File: src/rtl/ols_pkg.sv
// constants shared by the octal low-side driver logic
package ols_pkg;
  localparam int NCH = 8;
  localparam int NDIR = 2;
  localparam int PIN_W = 23;
  // ****************************************
  // pin vector layout
  // ****************************************
  localparam int P_SCK = 0;
  localparam int P_CS = 1;
  localparam int P_SDI = 2;
  localparam int P_XRST = 3;
  localparam int P_DIR = 4;
  localparam int P_UV = 6;
  localparam int P_OC = 7;
  localparam int P_OT = 13;
  localparam int P_CMP = 15;
  // select high, direct drives high, external reset low
  localparam logic [22:0] PIN_RST = 23'h000032;
  // ****************************************
  // register map
  // ****************************************
  localparam int ADDR_W = 4;
  localparam logic [3:0] A_STAT = 4'h0;
  localparam logic [3:0] A_OVL = 4'h4;
  localparam logic [3:0] A_CFG = 4'h8;
  localparam int F_ON = 0;
  localparam int F_OVL = 8;
  localparam int F_FLT = 16;
  localparam int F_RST = 24;
  localparam int FILT_W = 4;
  localparam logic [3:0] CFG_RST = 4'h3;
  localparam int CNT_W = 3;
endpackage

File: src/rtl/ols_driver.sv
// serial control, protection and diagnostic logic of the octal driver
// Overview of operation
// while selected, shift serial input into 8-bit register on clock fall
// select release copies shift register into the channel latches
// copy only when clock count since select fall is nonzero multiple of 8
// controller changes select only while serial clock is low
// channels 1,2 on if direct input low or latch bit set
// channels 3 to 8 follow only their own latch bit
// internal reset is external reset or undervoltage
// one common reset gates all eight channels off
// overcurrent on channels 3 to 8 sets overload latch, switches off
// overtemperature on channels 1,2 sets overload latch, switches off
// channels 1,2 diagnostic is filtered and held in a fault latch
// fault latches of channels 1,2 clear while selected
// controller trusts the second status read after a fault
// channels 1,2 on: status high below threshold, low above
// channel off: status high above threshold, low below
// channels 3 to 8 status passes comparator straight through
// overcurrent on channels 3 to 8 leaves channel off, status low
// select fall loads eight status bits into shift register
// while selected, next shift bit appears on serial out at clock rise
// serial out driven only while selected, floats afterwards
// bit k is channel k, channel 8 bit shifted first both ways
// internal reset clears latches, shift register and overload latches
//
// Local design decisions: the Avalon-MM register port and the register offsets.
module ols_driver #(
  parameter int NCH = ols_pkg::NCH
) (
  input wire logic clk_i,
  input wire logic rst_n_i,
  input wire logic sck_i,
  input wire logic chip_select_low_i,
  input wire logic sdi_i,
  output logic sdo_o,
  output logic sdo_oe_o,
  input wire logic external_reset_n_i,
  input wire logic undervoltage_i,
  input wire logic direct_drive1_low_i,
  input wire logic direct_drive2_low_i,
  input wire logic [5:0] overcurrent_i,
  input wire logic [1:0] overtemp_i,
  input wire logic [7:0] above_thr_i,
  output logic [7:0] ch_on_o,
  input wire logic [3:0] avs_address_i,
  input wire logic avs_read_i,
  input wire logic avs_write_i,
  input wire logic [31:0] avs_writedata_i,
  output logic [31:0] avs_readdata_o,
  output logic avs_waitrequest_o
);
  // ****************************************
  // pin synchronisers
  // ****************************************
  logic [ols_pkg::PIN_W-1:0] pins;
  logic [ols_pkg::PIN_W-1:0] s1_r;
  logic [ols_pkg::PIN_W-1:0] s2_r;
  logic [ols_pkg::PIN_W-1:0] s3_r;
  logic [ols_pkg::PIN_W-1:0] pin_r;
  logic sck_q_r;
  logic cs_q_r;

  assign pins = {above_thr_i, overtemp_i, overcurrent_i, undervoltage_i,
                 direct_drive2_low_i, direct_drive1_low_i,
                 external_reset_n_i, sdi_i, chip_select_low_i, sck_i};

  always_ff @(posedge clk_i or negedge rst_n_i) begin
    if (!rst_n_i) begin
      s1_r <= ols_pkg::PIN_RST;
      s2_r <= ols_pkg::PIN_RST;
      s3_r <= ols_pkg::PIN_RST;
    end else begin
      s1_r <= pins;
      s2_r <= s1_r;
      s3_r <= s2_r;
    end
  end

  // a change counts only once second and third stage agree
  genvar gi;
  generate
    for (gi = 0; gi < ols_pkg::PIN_W; gi++) begin : g_pin
      always_ff @(posedge clk_i or negedge rst_n_i) begin
        if (!rst_n_i) begin
          pin_r[gi] <= ols_pkg::PIN_RST[gi];
        end else if (s2_r[gi] == s3_r[gi]) begin
          pin_r[gi] <= s3_r[gi];
        end
      end
    end
  endgenerate

  always_ff @(posedge clk_i or negedge rst_n_i) begin
    if (!rst_n_i) begin
      sck_q_r <= 1'b0;
      cs_q_r <= 1'b1;
    end else begin
      sck_q_r <= pin_r[ols_pkg::P_SCK];
      cs_q_r <= pin_r[ols_pkg::P_CS];
    end
  end

  logic cs_f;
  logic sdi_f;
  logic sck_rise;
  logic sck_fall;
  logic cs_rise;
  logic cs_fall;
  logic rst_int;
  logic [1:0] dir_low;
  logic [5:0] oc_f;
  logic [1:0] ot_f;
  logic [7:0] cmp_f;

  assign cs_f = pin_r[ols_pkg::P_CS];
  assign sdi_f = pin_r[ols_pkg::P_SDI];
  assign sck_rise = pin_r[ols_pkg::P_SCK] & ~sck_q_r;
  assign sck_fall = ~pin_r[ols_pkg::P_SCK] & sck_q_r;
  assign cs_rise = cs_f & ~cs_q_r;
  assign cs_fall = ~cs_f & cs_q_r;
  assign dir_low = pin_r[ols_pkg::P_DIR +: 2];
  assign oc_f = pin_r[ols_pkg::P_OC +: 6];
  assign ot_f = pin_r[ols_pkg::P_OT +: 2];
  assign cmp_f = pin_r[ols_pkg::P_CMP +: 8];
  // either source alone holds the core in reset
  assign rst_int = ~pin_r[ols_pkg::P_XRST] | pin_r[ols_pkg::P_UV];

  // ****************************************
  // register bus slave
  // ****************************************
  logic wait_r;
  logic [31:0] rdata_r;
  logic [ols_pkg::FILT_W-1:0] cfg_r;
  logic [7:0] ovl_r;
  logic [1:0] fault_v;
  logic wr_acc;

  // every access waits exactly one cycle
  assign wr_acc = avs_write_i & ~wait_r;

  always_ff @(posedge clk_i or negedge rst_n_i) begin
    if (!rst_n_i) begin
      wait_r <= 1'b1;
    end else begin
      wait_r <= ~((avs_read_i | avs_write_i) & wait_r);
    end
  end

  always_ff @(posedge clk_i or negedge rst_n_i) begin
    if (!rst_n_i) begin
      rdata_r <= 32'h0000_0000;
    end else if (avs_read_i && wait_r) begin
      rdata_r <= 32'h0000_0000;
      case (avs_address_i)
        ols_pkg::A_STAT: begin
          rdata_r[ols_pkg::F_ON +: 8] <= ch_on_o;
          rdata_r[ols_pkg::F_OVL +: 8] <= ovl_r;
          rdata_r[ols_pkg::F_FLT +: 2] <= fault_v;
          rdata_r[ols_pkg::F_RST] <= rst_int;
        end
        ols_pkg::A_OVL: begin
          rdata_r[7:0] <= ovl_r;
        end
        ols_pkg::A_CFG: begin
          rdata_r[ols_pkg::FILT_W-1:0] <= cfg_r;
        end
        default: begin
          rdata_r <= 32'h0000_0000;
        end
      endcase
    end
  end

  always_ff @(posedge clk_i or negedge rst_n_i) begin
    if (!rst_n_i) begin
      cfg_r <= ols_pkg::CFG_RST;
    end else if (wr_acc && avs_address_i == ols_pkg::A_CFG) begin
      cfg_r <= avs_writedata_i[ols_pkg::FILT_W-1:0];
    end
  end

  assign avs_waitrequest_o = wait_r;
  assign avs_readdata_o = rdata_r;

  // ****************************************
  // overload latches
  // ****************************************
  logic [7:0] ovl_set;
  logic [7:0] ovl_clr;

  assign ovl_set = {oc_f & ch_on_o[7:2], ot_f};
  assign ovl_clr = (wr_acc && avs_address_i == ols_pkg::A_OVL) ?
                   avs_writedata_i[7:0] : 8'h00;

  // a new overload beats a software clear in the same cycle
  always_ff @(posedge clk_i or negedge rst_n_i) begin
    if (!rst_n_i) begin
      ovl_r <= 8'h00;
    end else if (rst_int) begin
      ovl_r <= 8'h00;
    end else begin
      ovl_r <= (ovl_r & ~ovl_clr) | ovl_set;
    end
  end

  // ****************************************
  // diagnostic filter and fault latches
  // ****************************************
  generate
    for (gi = 0; gi < ols_pkg::NDIR; gi++) begin : g_flt
      logic [ols_pkg::FILT_W-1:0] fc_r;
      logic fs_r;
      logic flt_r;
      logic raw;
      assign raw = ch_on_o[gi] ? ~cmp_f[gi] : cmp_f[gi];
      // short glitches on the comparator never reach the latch
      always_ff @(posedge clk_i or negedge rst_n_i) begin
        if (!rst_n_i) begin
          fc_r <= '0;
          fs_r <= 1'b1;
        end else if (rst_int) begin
          // held in reset, so synchroniser start-up is never a fault
          fc_r <= '0;
          fs_r <= 1'b1;
        end else if (raw == fs_r) begin
          fc_r <= '0;
        end else if (fc_r >= cfg_r) begin
          fc_r <= '0;
          fs_r <= raw;
        end else begin
          fc_r <= fc_r + 1'b1;
        end
      end
      // clear wins while selected, so a fault that has gone still shows at the next read
      always_ff @(posedge clk_i or negedge rst_n_i) begin
        if (!rst_n_i) begin
          flt_r <= 1'b0;
        end else if (rst_int || !cs_f) begin
          flt_r <= 1'b0;
        end else if (!fs_r) begin
          flt_r <= 1'b1;
        end
      end
      assign fault_v[gi] = flt_r;
    end
  endgenerate

  logic [7:0] stat;
  assign stat = {cmp_f[7:2], ~fault_v};

  // ****************************************
  // serial shift register and latch transfer
  // ****************************************
  localparam int CNT_W_L = ols_pkg::CNT_W;
  logic [7:0] sr_r;
  logic [CNT_W_L-1:0] cnt_r;
  logic seen_r;
  logic [7:0] latch_r;
  logic xfer_ok;

  // count wraps every eight clocks, so zero with seen means a multiple
  assign xfer_ok = seen_r && (cnt_r == '0);

  // relies on select moving only with the serial clock low
  always_ff @(posedge clk_i or negedge rst_n_i) begin
    if (!rst_n_i) begin
      sr_r <= 8'h00;
      cnt_r <= '0;
      seen_r <= 1'b0;
    end else if (rst_int) begin
      sr_r <= 8'h00;
      cnt_r <= '0;
      seen_r <= 1'b0;
    end else if (cs_fall) begin
      sr_r <= stat;
      cnt_r <= '0;
      seen_r <= 1'b0;
    end else if (!cs_f && sck_fall) begin
      sr_r <= {sr_r[6:0], sdi_f};
      cnt_r <= cnt_r + 1'b1;
      seen_r <= 1'b1;
    end
  end

  always_ff @(posedge clk_i or negedge rst_n_i) begin
    if (!rst_n_i) begin
      latch_r <= 8'h00;
    end else if (rst_int) begin
      latch_r <= 8'h00;
    end else if (cs_rise && xfer_ok) begin
      latch_r <= sr_r;
    end
  end

  // ****************************************
  // serial output
  // ****************************************
  logic sdo_r;
  logic sdo_oe_r;

  always_ff @(posedge clk_i or negedge rst_n_i) begin
    if (!rst_n_i) begin
      sdo_r <= 1'b0;
      sdo_oe_r <= 1'b0;
    end else begin
      sdo_oe_r <= ~cs_f;
      if (cs_fall) begin
        sdo_r <= stat[7];
      end else if (sck_rise && !cs_f) begin
        sdo_r <= sr_r[7];
      end
    end
  end

  assign sdo_o = sdo_r;
  assign sdo_oe_o = sdo_oe_r;

  // ****************************************
  // channel drive
  // ****************************************
  logic [7:0] on_nxt;
  logic [7:0] on_r;

  always_comb begin
    on_nxt = latch_r;
    on_nxt[1:0] = latch_r[1:0] | ~dir_low;
    on_nxt = on_nxt & ~ovl_r & {8{~rst_int}};
  end

  always_ff @(posedge clk_i or negedge rst_n_i) begin
    if (!rst_n_i) begin
      on_r <= 8'h00;
    end else begin
      on_r <= on_nxt;
    end
  end

  assign ch_on_o = on_r;
endmodule

File: config.mk
export PLATFORM = sky130hd
export DESIGN_NAME = ols_driver
export DESIGN_NICKNAME = d
export VERILOG_FILES = /design/src/rtl/ols_pkg.sv /design/src/rtl/ols_driver.sv
export SDC_FILE = /design/constraint.sdc
export NUM_CORES = 1
export LEC_CHECK = 0
export BUFFER_PORTS_ARGS = -buffer_cell sky130_fd_sc_hd__buf_2
export CAP_MARGIN = 10
export CORE_MARGIN = 2
export CORE_UTILIZATION = 49
export DETAILED_ROUTE_END_ITERATION = 12
export GPL_TIMING_DRIVEN = 0
export PLACE_DENSITY = 0.71
export SYNTH_ARGS = -nofsm -noshare
export SYNTH_HDL_FRONTEND = slang
export SYNTH_SLANG_ARGS = --single-unit
File: constraint.sdc
create_clock -name clk_i -period 4.95 [get_ports clk_i]
set_clock_uncertainty 0.1 [all_clocks]
set_input_delay 0.2475 -clock clk_i [delete_from_list [all_inputs] [get_ports clk_i]]
set_output_delay 0.2475 -clock clk_i [all_outputs]
set_load 0.05 [all_outputs]
==> flow_summary.toml <==
[global_route]
grt_usage_pct = 18.8
first_global_vias = 3708
grt_max_degree = 109
antenna_found_initial = 0
grt-ovfl-total = 0
grt_first_pass_wirelength_mm = 18.6

[clock_network]
cts_setup_buffers = 0
cts_sinks = 168
cts_resized = 0
h-tree-depth = 4
cts_tree = "built"
numCtsBuffers = 17
cts_buffer_depth = 2
clk_pin_slew_ps = 70
cts_root_buf = "clkbuf_16"
clk_latency_ps = 420

[route]
postRouteAntennaNets = 0
routed_wl_mm = 11.3
dr.pass1.iters = 4
wl_per_cell_um = 15.9
vias_per_cell = 5.13
route.detailed.drc = 0
vias = 3634
dr.first_iter.drc_count = 245

[cells_and_area]
multi_input_area_um2 = 1620
n_antenna_cell = 0
design_area_um2 = 7480
drive_above_1_share_pct = 26.0
area_growth_pct = 24.3
regArea_um2 = 4230
layout.nets = 624
fillers = 913

[worst_setup_path]
rr_worst_depth = 5
crit_chain = "ha_1, nand2b_1, a2111oi_2, o211ai_1, nor2_1"
crit_path_max_incr_delay_ps = 590
worstPathMaxFanout = 4
required_ps = 5190
r2r_start = "cfg_r[0]$_DFFE_PN1P_"
path_buf_inv = 0
rrSetupSlack_ps = 2920
cp.arrival_ps = 2280
r2r_end = "g_flt[0].fc_r[2]$_DFF_PN0_"
critPathCaptureType = "flip-flop"
worst_setup_path_start_kind = "flip-flop"
criticalPathCategory = "flip-flop to flip-flop"
crit_slowest_cell = "dfstp_2"
cp_top_family = "compound AO/OA/AOI/OAI gates"

[power_and_ir_drop]
switching_share_pct = 23.7
p_per_area_nw_per_um2 = 406
ir_drop_uv = 316
leakage_uw = 0.00356
p_int_uw = 2320
seqPwrFrac_pct = 49.6
clkPwrFrac_pct = 41.2
p_comb_share_pct = 9.1
power_switching_uw = 718

[synthesis]
syn_inst = 419
ys_top_cells_by_area = "dfrtp_1 (62%), dfstp_2 (7.9%), maj3_1 (3.8%)"
synth_seq_cells = 168
syn_avg_cell_area_um2 = 14.4
ys_seq_area_share_pct = 70.2
synth_ff_type = "dfrtp_1"
syn_area_um2 = 6020
synth-compound-area-share_pct = 8.65
yosys_warnings = 0
synth-xor-area-share_pct = 1.46
synth_area_leader_cell = "dfrtp_1"
synth_edf_count = 0
synth_mux_area_share_pct = 3.08
async_reset_ff_share_pct = 100
synth_cell_types = 43
synthAdderAreaFrac_pct = 6.32
yosysMostFrequentCell = "dfrtp_1"
synth_top_family_by_area = "compound AO/OA/AOI/OAI gates"
synth_top_area_share_pct = 62.4
synthTopCellsByCount = "dfrtp_1 (150), nor2_1 (30), maj3_1 (23)"
synth-simple-area-share_pct = 6.65

[placement]
post-dp-hpwl_mm = 7.67
port_buffers = 68
placed_area_um2 = 6620
gp_congestion = 0.799

[sta]
rsz0062_at_grt = "false"
tns_ps = 0
finalHoldViolCount = 0
fin_crit_sh_pct = 41.0
worstMarginPinSlew_ps = 766
fin_crit_ps = 2030
drv_slew = 0
max-slew-margin-rel_pct = 48.5
fmax_mhz = 492
setup_violations = 0

[floorplanning]
die_height_um = 115
core-area_um2 = 12000
dieArea_um2 = 13200
chipWidth_um = 115
ios = 106
rows = 40
initial_core_util_pct = 50.1

[outcome]
status = "complete, no violations"

[run]
max-cap-violations = 0

[worst_hold_path]
hold_class = "input pin to flip-flop"
holdPathStages = 3
worstHoldEndpoint = "ovl_r[7]$_DFF_PN0_"
min_from = "avs_writedata_i[7]"
## power groups by stage
| stage | clock [uW] | combinational (uW) | sequential [uW] |
|---|---|---|---|
| 2_1_floorplan | 0 | 151 | 1540 |
| 3_3_place_gp | 0 | 250 | 1530 |
| 3_5_place_dp | 0 | 261 | 1530 |
| 4_1_cts | 1270 | 281 | 1510 |
| 5_1_grt | 1330 | 308 | 1510 |
| 6_report | 1250 | 278 | 1510 |
## cell families after synthesis
family                   Yosys count
XOR/XNOR                          10
AO/OA/AOI/OAI                     68
flip-flops                       168
multiplexers                      18
AND/OR/NAND/NOR                   79
other                              1
buffers and inverters             40
adder cells (fa/ha/maj)           35
## final cells by class
cell class                      instances  share of cell area, %
Buffer                                 21                   1.89
Clock buffer                           23                   6.12
Clock inverter                          9                   1.34
Inverter                               19                  0.954
Multi-Input combinational cell        223                   21.7
Sequential cell                       168                   56.5
Tap cell                              147                   2.46
Timing Repair Buffer                   99                   9.02
## cell usage in the layout (no fill, tap or decap), drive strengths merged, types with 11 or more instances in the layout
cell type,Yosys,routed
inv,19,19
dfstp,18,18
a22o,11,11
dfrtp,150,150
maj3,23,23
conb,1,13
nand2,17,17
nor2,31,31
a21oi,12,12
mux2i,14,14
dlygate4sd3,0,30
ha,12,12
buf,17,86
clkbuf,4,27
## worst max path at each step
stage | startpoint | slack, ps | end | cells after the start
after detailed placement | cfg_r[0]$_DFFE_PN1P_ | 2950 | g_flt[1].fc_r[3]$_DFF_PN0_ | 5
after CTS | cfg_r[0]$_DFFE_PN1P_ | 2930 | g_flt[1].fc_r[3]$_DFF_PN0_ | 5
after floorplan | cfg_r[0]$_DFFE_PN1P_ | 3160 | g_flt[0].fc_r[2]$_DFF_PN0_ | 5
after global placement | rst_n_i | 1170 | cmp_f[1]$_DFFE_PN0N_ | 1
final | cfg_r[0]$_DFFE_PN1P_ | 2920 | g_flt[0].fc_r[2]$_DFF_PN0_ | 5
after global routing | cfg_r[0]$_DFFE_PN1P_ | 2800 | g_flt[1].fc_r[1]$_DFF_PN0_ | 5
## layer usage
metal	track usage (%)	share of wire, %	up-vias
li1	-	-	1697
met1	26.1	47	1829
met2	28.4	48	87
met3	5.01	3.8	21
met4	8.03	1.7	0
met5	0	0	-
## stage by stage
step / util (%) / hold slack [ps] / total power, uW / cells / setup slack, ps
floorplan: - / -148 / 1690 / 431 / 3160
global placement: 54.8 / 232 / 1780 / 646 / 1170
detailed placement: 55.1 / 153 / 1790 / 647 / 2950
CTS: 62.3 / 61.8 / 3060 / 709 / 2930
global route: 62.3 / 74.5 / 3160 / 709 / 2800
finish: 62.3 / 84.0 / 3040 / 709 / 2920
## repair_timing
action / in CTS / in global routing
endpoints found under the setup margin: 0 / 0
hold buffers: 30 / 0
hold endpoints to repair: 83 / 0
## tightest hold or removal path, stage by stage
cell	delay [ps]
buf_2	100
a21oi_1	110
a31o_2	110
## sequential cells by signal (all words and copies together), names as in the netlist, 2 cells and up
signal          cells
s3_r               23
ch_on_o             8
g_flt.fc_r          8
cfg_r               4
oc_f                6
g_flt.fs_r          2
ovl_r               8
latch_r             8
ot_f                2
s2_r               23
cnt_r               3
avs_readdata_o     19
pin_r               3
dir_low             2
cmp_f               8
s1_r               23
sr_r                8
g_flt.flt_r         2
Power figures use the tool's default switching activity.
